==> src/shared/pcs_pkg.sv <==
// How it works
// [RULE1] In handshake mode the two handshake bits of the odd slot come from the monitor handler.
// [RULE2] Without handshake the central scheme sends both handshake bits as 1 beside the C/I field.
// [RULE3] The central scheme carries the two D bits to and from a chosen PCM slot both ways.
// [RULE4] An upstream C/I value that differs from last frame's raises an event and queues the slot.
// [RULE5] Software programs even down 1010, even up 1000 and both odd locations with a switch code.
// [RULE6] D bits sit at slot bits 7..6, so the subslot select field is meant to stay 00.
// [RULE7] Subslot codes 0111..0100 pick PCM bits 7-6 down to 1-0; 1011 downstream floats the D bits.
// [RULE8] Software may send an idle D pattern by moving the downstream pair to the signaling scheme.
// [RULE9] Odd code 0001 switches the whole odd slot to and from a PCM slot while the monitor runs.
// [RULE10] In that transparent mode the two PCM low bits are ANDed with the handshake bits downstream.
// [RULE11] Command 0111 in the upper nibble writes code (lower nibble) and data of a control location.
// [RULE12] Command 0110 0000 writes the tristate mask of a PCM slot, a 1 bit drives that bit.
// [RULE13] Without handshake the signaling scheme sends both handshake bits as 1 beside the field.
// [RULE14] Upstream signaling changes pass a double last look filter with a programmable period.
// [RULE15] In the signaling scheme the even upstream location holds the actual, the odd the stable value.
// [RULE16] A control location written by software takes effect whole at the next frame start.
package pcs_pkg;
  localparam int NSLOT = 16;
  localparam int QDEPTH = 8;
  typedef logic [7:0] pcs_byte_t;
  // Register byte offsets
  localparam logic [7:0] A_DATA = 8'h00;
  localparam logic [7:0] A_ADDR = 8'h04;
  localparam logic [7:0] A_CMD = 8'h08;
  localparam logic [7:0] A_CFG = 8'h0C;
  localparam logic [7:0] A_STAT = 8'h10;
  localparam logic [7:0] A_MASK = 8'h14;
  localparam logic [7:0] A_QUEUE = 8'h18;
  localparam logic [7:0] A_BUSY = 8'h1C;
  // Control memory codes
  localparam logic [3:0] C_UNUSED = 4'h0;
  localparam logic [3:0] C_64K = 4'h1;
  localparam logic [1:0] C_SUB = 2'h1;
  localparam logic [3:0] C_DEC = 4'h8;
  localparam logic [3:0] C_PRE = 4'hA;
  localparam logic [3:0] C_OFF = 4'hB;
  // Memory access commands
  localparam logic [3:0] K_WR_CM = 4'h7;
  localparam logic [7:0] K_WR_DM = 8'h60;
  // Field positions
  localparam int ADR_DIR = 7;
  localparam int CFG_HS = 0;
  localparam int CFG_SEL = 2;
  localparam int CFG_PER = 4;
  localparam int ST_CI = 0;
  localparam int ST_SIG = 1;
  localparam int ST_OVF = 2;
  localparam int Q_VALID = 7;
  // Reset and drive values
  localparam logic [7:0] B_ZERO = 8'h00;
  localparam logic [7:0] B_HIZ = 8'hFF;
  localparam logic [1:0] HS_ONES = 2'h3;

  // Two-bit subslot i of a byte, i = 3 is bits 7..6
  function automatic logic [1:0] get2(input logic [7:0] b,
                                      input logic [1:0] i);
    return b[2*i +: 2];
  endfunction : get2

  function automatic logic [7:0] put2(input logic [7:0] b,
                                      input logic [1:0] i,
                                      input logic [1:0] v);
    logic [7:0] r;
    r = b;
    r[2*i +: 2] = v;
    return r;
  endfunction : put2
endpackage : pcs_pkg

==> src/logic/pcs_top.sv <==
`timescale 1ns/1ps
module pcs_top (
  input wire logic pclk,
  input wire logic presetn,
  input wire logic psel,
  input wire logic penable,
  input wire logic pwrite,
  input wire logic [7:0] paddr,
  input wire logic [31:0] pwdata,
  output logic [31:0] prdata,
  output logic pready,
  output logic pslverr,
  input wire logic cfi_sync,
  input wire logic cfi_slot_stb,
  input wire pcs_pkg::pcs_byte_t cfi_rx,
  input wire pcs_pkg::pcs_byte_t pcm_rx,
  input wire pcs_pkg::pcs_byte_t monitor_tx,
  input wire logic [1:0] monitor_hs,
  output pcs_pkg::pcs_byte_t cfi_tx,
  output pcs_pkg::pcs_byte_t cfi_tx_oe_n,
  output pcs_pkg::pcs_byte_t pcm_tx,
  output pcs_pkg::pcs_byte_t pcm_tx_oe_n,
  output logic irq
);
  import pcs_pkg::*;

  // Pin synchronisers, second stage is read by logic, plus a third stage for the sync and strobe edges
  logic [17:0] meta_q;
  logic [17:0] pin_q;
  logic [1:0] edge_q;
  always_ff @(posedge pclk or negedge presetn) begin
    if (!presetn) begin
      meta_q <= 18'h0;
      pin_q <= 18'h0;
      edge_q <= 2'h0;
    end else begin
      meta_q <= {cfi_sync, cfi_slot_stb, cfi_rx, pcm_rx};
      pin_q <= meta_q;
      edge_q <= pin_q[17:16];
    end
  end
  wire [7:0] rx_s = pin_q[15:8];
  wire [7:0] prx_s = pin_q[7:0];
  wire frame_edge = pin_q[17] & ~edge_q[1];
  wire slot_edge = pin_q[16] & ~edge_q[0];

  // Software registers and state
  logic [7:0] data_q;
  logic [7:0] addr_q;
  logic [7:0] cfg_q;
  logic [2:0] stat_q;
  logic [2:0] mask_q;
  logic irq_q;
  logic busy_q;
  logic pend_cm_q;
  logic [4:0] pend_a_q;
  logic [3:0] pend_k_q;
  logic [7:0] pend_v_q;
  logic [3:0] slot_q;
  logic [3:0] fcnt_q;
  logic tick_q;
  logic [3:0] cm_code_q [2*NSLOT];
  logic [7:0] cm_data_q [2*NSLOT];
  logic [7:0] dm_ts_q [NSLOT];
  logic [7:0] pcm_in_q [NSLOT];
  logic [7:0] pcm_out_q [NSLOT];
  logic [7:0] cfi_tx_q;
  logic [7:0] cfi_oe_n_q;
  logic [7:0] pcm_tx_q;
  logic [7:0] pcm_oe_n_q;
  logic pready_q;
  logic pslverr_q;
  logic [31:0] prdata_q;
  logic q_valid;
  logic [3:0] q_head;
  logic q_ovf;

  // Outputs straight from flip-flops
  assign prdata = prdata_q;
  assign pready = pready_q;
  assign pslverr = pslverr_q;
  assign cfi_tx = cfi_tx_q;
  assign cfi_tx_oe_n = cfi_oe_n_q;
  assign pcm_tx = pcm_tx_q;
  assign pcm_tx_oe_n = pcm_oe_n_q;
  assign irq = irq_q;

  // Location pair of the current slot, even half and odd half
  wire ev = ~slot_q[0];
  wire [3:0] e_i = {slot_q[3:1], 1'b0};
  wire [3:0] o_i = {slot_q[3:1], 1'b1};
  wire [3:0] de_c = cm_code_q[{1'b0, e_i}];
  wire [7:0] de_d = cm_data_q[{1'b0, e_i}];
  wire [3:0] do_c = cm_code_q[{1'b0, o_i}];
  wire [7:0] do_d = cm_data_q[{1'b0, o_i}];
  wire [3:0] ue_c = cm_code_q[{1'b1, e_i}];
  wire [7:0] ue_d = cm_data_q[{1'b1, e_i}];
  wire [3:0] uo_c = cm_code_q[{1'b1, o_i}];
  wire [7:0] uo_d = cm_data_q[{1'b1, o_i}];

  // Handshake bits: monitor handler or forced ones
  wire [1:0] sel = cfg_q[CFG_SEL +: 2];
  wire [1:0] dpos = 2'(2'h3 - sel);
  wire [1:0] hs = cfg_q[CFG_HS] ? monitor_hs : HS_ONES; // see [RULE1] [RULE2] [RULE13]

  // Downstream decode of the pair
  wire is_cen_d = (de_c == C_PRE) && (do_c[3:2] == C_SUB); // see [RULE3] [RULE7]
  wire is_tr_d = (de_c == C_PRE) && (do_c == C_64K); // see [RULE9]
  wire is_sig_d = (de_c == C_PRE) && (do_c == C_OFF); // see [RULE15] [RULE8]
  wire is_dec_d = (de_c == C_DEC) && (do_c == C_OFF); // see [RULE7]
  wire mon_on = (de_c == C_PRE) || (de_c == C_DEC);
  wire [7:0] pin_b = pcm_in_q[do_d[3:0]];
  wire [1:0] pin_sub = get2(pin_b, do_c[1:0]); // see [RULE7]
  wire [7:0] ctl_b = {de_d[7:2], hs};
  wire [7:0] cen_b = put2(ctl_b, dpos, pin_sub); // see [RULE6]
  wire [1:0] tr_lo = pin_b[1:0] & hs; // see [RULE10]
  wire [7:0] tx_d = ev ? monitor_tx :
                    is_cen_d ? cen_b :
                    is_tr_d ? {pin_b[7:2], tr_lo} : ctl_b;
  // Decentral pair floats only the D bits so an outside controller can drive
  wire [7:0] oe_d = ev ? (mon_on ? B_ZERO : B_HIZ) :
                    (is_cen_d | is_tr_d | is_sig_d) ? B_ZERO :
                    is_dec_d ? put2(B_ZERO, dpos, HS_ONES) : B_HIZ;

  // Upstream decode of the pair
  wire is_sub_u = (uo_c[3:2] == C_SUB);
  wire is_tr_u = (uo_c == C_64K);
  wire [3:0] uptr = uo_d[3:0];
  wire [1:0] rx_sub = get2(rx_s, dpos);
  wire [7:0] pout_new = is_tr_u ? rx_s :
                        put2(pcm_out_q[uptr], uo_c[1:0], rx_sub); // see [RULE3]
  wire up_go = slot_edge & ~ev & (is_sub_u | is_tr_u); // see [RULE9]
  wire ci_ev = slot_edge & ~ev & (ue_c == C_DEC) &
               (rx_s[5:2] != ue_d[5:2]); // see [RULE4]
  wire is_sig_u = (ue_c == C_PRE) && (uo_c == C_PRE);
  wire sig_look = slot_edge & ~ev & is_sig_u & tick_q; // see [RULE14]
  // Change is valid only when two looks a period apart agree
  wire sig_ev = sig_look & (rx_s[7:2] == ue_d[7:2]) &
                (rx_s[7:2] != uo_d[7:2]); // see [RULE14] [RULE15]

  // APB decode
  wire acc = psel & penable;
  wire done = acc & pready_q;
  wire wr = done & pwrite;
  wire rd = done & ~pwrite;
  wire hit = (paddr == A_DATA) | (paddr == A_ADDR) | (paddr == A_CMD) |
             (paddr == A_CFG) | (paddr == A_STAT) | (paddr == A_MASK) |
             (paddr == A_QUEUE) | (paddr == A_BUSY);
  wire cmd_wr = wr & (paddr == A_CMD) & ~busy_q;
  wire take_cm = cmd_wr & (pwdata[7:4] == K_WR_CM); // see [RULE11]
  wire take_dm = cmd_wr & (pwdata[7:0] == K_WR_DM); // see [RULE12]
  wire apply = frame_edge & busy_q; // see [RULE16]
  wire apply_cm = apply & pend_cm_q;
  wire apply_dm = apply & ~pend_cm_q;
  wire [2:0] w1c = (wr & (paddr == A_STAT)) ? pwdata[2:0] : 3'h0;
  wire [2:0] stat_d = (stat_q & ~w1c) | {q_ovf, sig_ev, ci_ev};
  wire q_pop = rd & (paddr == A_QUEUE) & prdata_q[Q_VALID];
  wire [7:0] rd_mux = (paddr == A_DATA) ? data_q :
                      (paddr == A_ADDR) ? addr_q :
                      (paddr == A_CFG) ? cfg_q :
                      (paddr == A_STAT) ? {5'h0, stat_q} :
                      (paddr == A_MASK) ? {5'h0, mask_q} :
                      (paddr == A_QUEUE) ? {q_valid, 3'h0, q_head} :
                      (paddr == A_BUSY) ? {7'h0, busy_q} : B_ZERO;

  // Bus slave: one wait state so read data can come from a flop
  always_ff @(posedge pclk or negedge presetn) begin
    if (!presetn) begin
      pready_q <= 1'b0;
      pslverr_q <= 1'b0;
      prdata_q <= 32'h0;
    end else begin
      pready_q <= acc & ~pready_q;
      if (acc & ~pready_q) begin
        pslverr_q <= ~hit;
        prdata_q <= {24'h0, rd_mux};
      end
    end
  end

  // Plain registers; status set wins over a clear in the same cycle
  always_ff @(posedge pclk or negedge presetn) begin
    if (!presetn) begin
      data_q <= B_ZERO;
      addr_q <= B_ZERO;
      cfg_q <= B_ZERO;
      mask_q <= 3'h0;
      stat_q <= 3'h0;
      irq_q <= 1'b0;
    end else begin
      if (wr & (paddr == A_DATA)) data_q <= pwdata[7:0];
      if (wr & (paddr == A_ADDR)) addr_q <= pwdata[7:0];
      if (wr & (paddr == A_CFG)) cfg_q <= pwdata[7:0];
      if (wr & (paddr == A_MASK)) mask_q <= pwdata[2:0];
      stat_q <= stat_d;
      irq_q <= |(stat_q & mask_q);
    end
  end

  // Staged memory command; busy blocks a second one until frame start
  always_ff @(posedge pclk or negedge presetn) begin
    if (!presetn) begin
      busy_q <= 1'b0;
      pend_cm_q <= 1'b0;
      pend_a_q <= 5'h0;
      pend_k_q <= C_UNUSED;
      pend_v_q <= B_ZERO;
    end else if (take_cm | take_dm) begin
      busy_q <= 1'b1; // see [RULE16]
      pend_cm_q <= take_cm;
      pend_a_q <= {addr_q[ADR_DIR], addr_q[3:0]};
      pend_k_q <= pwdata[3:0]; // see [RULE11]
      pend_v_q <= data_q;
    end else if (apply) begin
      busy_q <= 1'b0;
    end
  end

  // Slot counter and filter period tick, counted in frames
  always_ff @(posedge pclk or negedge presetn) begin
    if (!presetn) begin
      slot_q <= 4'h0;
      fcnt_q <= 4'h0;
      tick_q <= 1'b0;
    end else if (frame_edge) begin
      slot_q <= 4'h0;
      tick_q <= (fcnt_q == cfg_q[CFG_PER +: 4]); // see [RULE14]
      fcnt_q <= (fcnt_q == cfg_q[CFG_PER +: 4]) ? 4'h0 :
                4'(fcnt_q + 4'h1);
    end else if (slot_edge) begin
      slot_q <= 4'(slot_q + 4'h1);
    end
  end

  // Control memory: hardware updates, then software apply wins
  always_ff @(posedge pclk or negedge presetn) begin
    if (!presetn) begin
      for (int i = 0; i < 2*NSLOT; i++) begin
        cm_code_q[i] <= C_UNUSED;
        cm_data_q[i] <= B_ZERO;
      end
    end else begin
      if (ci_ev) cm_data_q[{1'b1, e_i}] <= {ue_d[7:6], rx_s[5:2], ue_d[1:0]};
      if (sig_look) cm_data_q[{1'b1, e_i}] <= {rx_s[7:2], ue_d[1:0]};
      if (sig_ev) cm_data_q[{1'b1, o_i}] <= {rx_s[7:2], uo_d[1:0]};
      if (apply_cm) begin
        cm_code_q[pend_a_q] <= pend_k_q; // see [RULE16]
        cm_data_q[pend_a_q] <= pend_v_q;
      end
    end
  end

  // PCM side buffers and tristate masks
  always_ff @(posedge pclk or negedge presetn) begin
    if (!presetn) begin
      for (int i = 0; i < NSLOT; i++) begin
        dm_ts_q[i] <= B_ZERO;
        pcm_in_q[i] <= B_HIZ;
        pcm_out_q[i] <= B_HIZ;
      end
    end else begin
      if (slot_edge) pcm_in_q[slot_q] <= prx_s;
      if (up_go) pcm_out_q[uptr] <= pout_new;
      if (apply_dm) dm_ts_q[pend_a_q[3:0]] <= pend_v_q; // see [RULE12]
    end
  end

  // Pin drivers refresh once per slot; PCM idle is all high-Z
  always_ff @(posedge pclk or negedge presetn) begin
    if (!presetn) begin
      cfi_tx_q <= B_HIZ;
      cfi_oe_n_q <= B_HIZ;
      pcm_tx_q <= B_HIZ;
      pcm_oe_n_q <= B_HIZ;
    end else if (slot_edge) begin
      cfi_tx_q <= tx_d;
      cfi_oe_n_q <= oe_d;
      pcm_tx_q <= pcm_out_q[slot_q];
      pcm_oe_n_q <= ~dm_ts_q[slot_q]; // see [RULE12]
    end
  end

  // Addresses of changed slots wait here for software
  pcs_change_queue u_queue (
    .pclk(pclk),
    .presetn(presetn),
    .push(ci_ev | sig_ev), // see [RULE4] [RULE14]
    .push_addr(slot_q),
    .pop(q_pop),
    .valid(q_valid),
    .head(q_head),
    .ovf(q_ovf)
  );
endmodule : pcs_top

==> src/logic/pcs_change_queue.sv <==
`timescale 1ns/1ps
module pcs_change_queue (
  input wire logic pclk,
  input wire logic presetn,
  input wire logic push,
  input wire logic [3:0] push_addr,
  input wire logic pop,
  output logic valid,
  output logic [3:0] head,
  output logic ovf
);
  import pcs_pkg::*;
  logic [3:0] mem_q [QDEPTH];
  logic [2:0] wp_q;
  logic [2:0] rp_q;
  logic [3:0] cnt_q;
  logic ovf_q;
  wire full = (cnt_q == 4'(QDEPTH));
  wire do_push = push & ~full;
  wire do_pop = pop & valid;

  // Outputs of the queue head
  assign valid = (cnt_q != 4'h0);
  assign head = mem_q[rp_q];
  assign ovf = ovf_q;

  // A full queue drops the new address and reports it once
  always_ff @(posedge pclk or negedge presetn) begin
    if (!presetn) begin
      wp_q <= 3'h0;
      rp_q <= 3'h0;
      cnt_q <= 4'h0;
      ovf_q <= 1'b0;
      for (int i = 0; i < QDEPTH; i++) begin
        mem_q[i] <= 4'h0;
      end
    end else begin
      ovf_q <= push & full;
      if (do_push) begin
        mem_q[wp_q] <= push_addr;
        wp_q <= 3'(wp_q + 3'h1);
      end
      if (do_pop) begin
        rp_q <= 3'(rp_q + 3'h1);
      end
      cnt_q <= 4'(cnt_q + {3'h0, do_push} - {3'h0, do_pop});
    end
  end
endmodule : pcs_change_queue

==> config.mk <==
export PLATFORM = sky130hd
export DESIGN_NAME = pcs_top
export DESIGN_NICKNAME = d
export VERILOG_FILES = /design/src/shared/pcs_pkg.sv /design/src/logic/pcs_top.sv /design/src/logic/pcs_change_queue.sv
export SDC_FILE = /design/constraint.sdc
export NUM_CORES = 2
export LEC_CHECK = 0
export BUFFER_PORTS_ARGS = -buffer_cell sky130_fd_sc_hd__buf_2
export CAP_MARGIN = 20
export CORE_MARGIN = 2
export CORE_UTILIZATION = 40
export CTS_CLUSTER_DIAMETER = 50
export CTS_CLUSTER_SIZE = 8
export DETAILED_ROUTE_END_ITERATION = 16
export GPL_TIMING_DRIVEN = 0
export PLACE_DENSITY = 0.65
export SLEW_MARGIN = 20
export SYNTH_ARGS = -nofsm -noshare
export SYNTH_HDL_FRONTEND = slang
export SYNTH_SLANG_ARGS = --single-unit
==> constraint.sdc <==
create_clock -name pclk -period 4.2 [get_ports pclk]
set_input_delay 0.84 -clock pclk [delete_from_list [all_inputs] [get_ports pclk]]
set_output_delay 0.84 -clock pclk [all_outputs]
set_load 0.005 [all_outputs]
==> results.py <==
metrics = {
    "outcome": {
        "status": "finished, final reports clean",
    },
    "placement": {
        "io_buffer_count": 88,
        "dp.cells": 5012,
        "place.gp.congestion": 0.922,
        "pre_cts_slack_ns": -1.30,
        "post_dp_cell_area_sq_um": 46100,
        "place_hpwl_um": 97400,
    },
    "critical_path": {
        "max_stage_delay_ns": 0.61,
        "r2r.worst_path.cells": 13,
        "path_depth": 13,
        "critPathKind": "flip-flop to flip-flop",
        "reg2reg_to": "pcm_out_q[73]",
        "cp_top_family": "simple AND/OR/NAND/NOR gates",
        "rr_startpoint": "slot_q[2]",
        "cp.required_ns": 4.85,
        "path_common_cell": "buf_4",
        "crit_arrival_ns": 4.80,
        "crit_path_start": "slot_q[2]",
        "path_cells": "buf_4 > buf_4 > buf_6 > and3b_4 > a22oi_1 > nand4_1 > buf_4 > ha_1 > o2111a_1 > nand3b_1 > nor2_1 > buf_6 > mux2_2",
        "critPathCaptureType": "flip-flop",
        "crit_buf_inv": 5,
        "cpMaxStageDelayCell": "nor2_1",
        "critPathLaunchType": "flip-flop",
        "r2r_setup_slack_ns": 0.05,
        "worst-path-max-fanout": 11,
    },
    "timing": {
        "finalHoldViolations": 0,
        "clock.fmax_mhz": 241,
        "finalCritPeriodShare_pct": 98.8,
        "slew_violations": 0,
        "rsz0062_at_grt": "no",
        "skew_ns": 0.0313,
        "tightest_slew_ns": 1.28,
        "whs_ns": 0.0157,
        "fin_ws_ns": 0.0508,
        "final-setup-viol-count": 0,
        "slew_headroom_pct": 14.5,
        "fin_crit_ns": 4.15,
        "final.setup.tns_ns": 0,
    },
    "global_route": {
        "grt_overflow": 0,
        "antenna_found_initial": 2,
        "grt_pass1_vias": 31400,
        "grt_pass1_wl_um": 210000,
        "grt_max_degree": 133,
        "track_usage_pct": 25.2,
    },
    "route": {
        "drc": 0,
        "wl_per_cell_um": 26.8,
        "vias": 31400,
        "drtPass1Iterations": 6,
        "drtIter0Drc": 2893,
        "viasPerCell": 5.96,
        "final_antenna_net_count": 0,
        "finalWirelength_um": 141000,
    },
    "clock_tree": {
        "cts_buffer_depth": 3,
        "htreeDepth": 4,
        "cts.sinks": 882,
        "insertion_delay_ns": 0.74,
        "clk_transition_reported_paths_ns": 0.05,
        "cts_root_buf": "clkbuf_16",
        "numCtsBuffers": 132,
        "cts_tree": "done",
    },
    "floorplan": {
        "die_h_um": 333,
        "std_cell_rows": 120,
        "fp.coreArea_sq_um": 107000,
        "die_area_sq_um": 111000,
        "initial_core_util_pct": 40.4,
        "die_w_um": 333,
        "num_io_pins": 140,
    },
    "layout": {
        "multi_input_area_sq_um": 19900,
        "final_cell_count_no_fill": 5257,
        "fill_cells": 9499,
        "nNetsFinal": 3867,
        "layout-drive-gt1-share_pct": 41.2,
        "area_growth_pct": 17.1,
        "regArea_sq_um": 22400,
        "fin_area_sq_um": 50800,
        "final_util_pct": 47.3,
    },
    "synthesis": {
        "synthArstFlopShare_pct": 100,
        "synth-seq-cells": 882,
        "synth_top_family_by_area": "multiplexers",
        "synthAdderAreaFrac_pct": 0.709,
        "yosysTopAreaCellShare_pct": 34.5,
        "synth_cell_types": 99,
        "avgSynthCellArea_sq_um": 12.5,
        "synth-xor-area-share_pct": 0.424,
        "synthCells": 3481,
        "synth_edf_count": 0,
        "synth_top_area_cell": "dfrtp_1",
        "synth-compound-area-share_pct": 8.07,
        "syn-cell-area_sq_um": 43400,
        "yosys.area_share.simple_pct": 7.53,
        "synth_common_cells": "mux2_2 (706), dfrtp_1 (598), nand2_1 (334), dfstp_2 (284), mux2i_1 (232)",
        "ys_top_cells_by_area": "dfrtp_1 (34%), mux2_2 (18%), dfstp_2 (17%)",
        "muxShareOfSynthArea_pct": 28.2,
        "dominantRegCellSynth": "dfrtp_1",
        "synthMostInstantiatedCell": "mux2_2",
        "ys_seq_area_share_pct": 51.6,
        "yosysWarnings": 0,
    },
    "pwr": {
        "peakVddDrop_uv": 386,
        "power_per_cell_area_nw_per_um2": 412,
        "leakagePower_nw": 22.2,
        "total_power_mw": 21.0,
    },
    "flow_run": {
        "drv_cap": 0,
    },
    "hold_path": {
        "hold_path_class": "primary input to asynchronous set/reset pin",
    },
}
cell families after synthesis:
logic type	count (synthesis)
mux	1033
other cells	1
buf+inv	313
compound gates	502
xor+xnor	21
flops	882
fa+ha+maj	24
simple gates	705
flip-flops by register name, indices dropped and copies added (netlist names), 18 cells and up:
register,count
pin_q,18
meta_q,18
cm_data_q,192
pcm_in_q,128
cm_code_q,128
u_queue.mem_q,32
pcm_out_q,128
dm_ts_q,128
worst max-delay path by stage:
stage | end | slack [ns]
floorplan | u_queue.cnt_q[1] | 0.44
CTS | u_queue.mem_q[26] | 0.008
detailed placement | u_queue.mem_q[1] | -1.30
global placement | dm_ts_q[112] | -16.83
global route | cfi_tx[3] | 0.0008
finish | pcm_out_q[73] | 0.05
cells in the final DEF, fill, tap and decap left out, types with 35 or more instances in the layout:
master / netlist / final
a22oi_1: 45 / 40
buf_4: 47 / 75
dfstp_2: 284 / 284
inv_1: 44 / 41
mux2i_1: 232 / 232
mux2_2: 706 / 705
clkbuf_1: 158 / 197
dfrtp_1: 598 / 596
o21ai_0: 146 / 146
clkbuf_16: 0 / 133
nand2_1: 334 / 334
buf_2: 36 / 119
o22ai_1: 45 / 44
a21oi_1: 46 / 41
mux4_2: 79 / 79
a211oi_1: 35 / 35
nor2_1: 147 / 123
routing by layer:
layer  global-route usage (%)  wire length [um]
met2                     38.4             62800
met1                     33.7             58600
met4                     12.3              7270
met5                    0.434                68
met3                     6.14             12100
what timing repair did:
item / 4_1_cts / 5_1_grt
gates resized for setup: 76 / 55
buffers inserted: 18 / 9
endpoints found under the hold margin: 0 / 0
setup endpoints to repair: 290 / 233
hold buffers: 0 / 0
gates cloned: 0 / 1
pin swaps: 9 / 7
final cells by class:
type	count	area share, %
Inverter	45	0.345
Sequential cell	882	44.1
Buffer	264	2.91
Clock buffer	196	7.07
Timing Repair Buffer	136	1.99
Clock inverter	20	0.874
Tap cell	1403	3.45
Multi-Input combinational cell	2309	39.2
Antenna cell	2	0.00985
worst register-to-register path: cells and delay by family, from the launching register on:
kind                       cells  cell delay (ns)
DFF                            1             0.40
buffers and inverters          5             1.05
muxes                          1             0.34
AOI/OAI and AO/OA              2             0.46
and+or+nand+nor                4             1.64
adders and majority gates      1             0.18
report_power, final:
part | internal, mW | switching, mW | total [mW]
combinational | 0.632 | 1.11 | 1.74
clock | 6.14 | 4.09 | 10.2
sequential | 8.85 | 0.135 | 8.99
Power figures use the tool's default switching activity.
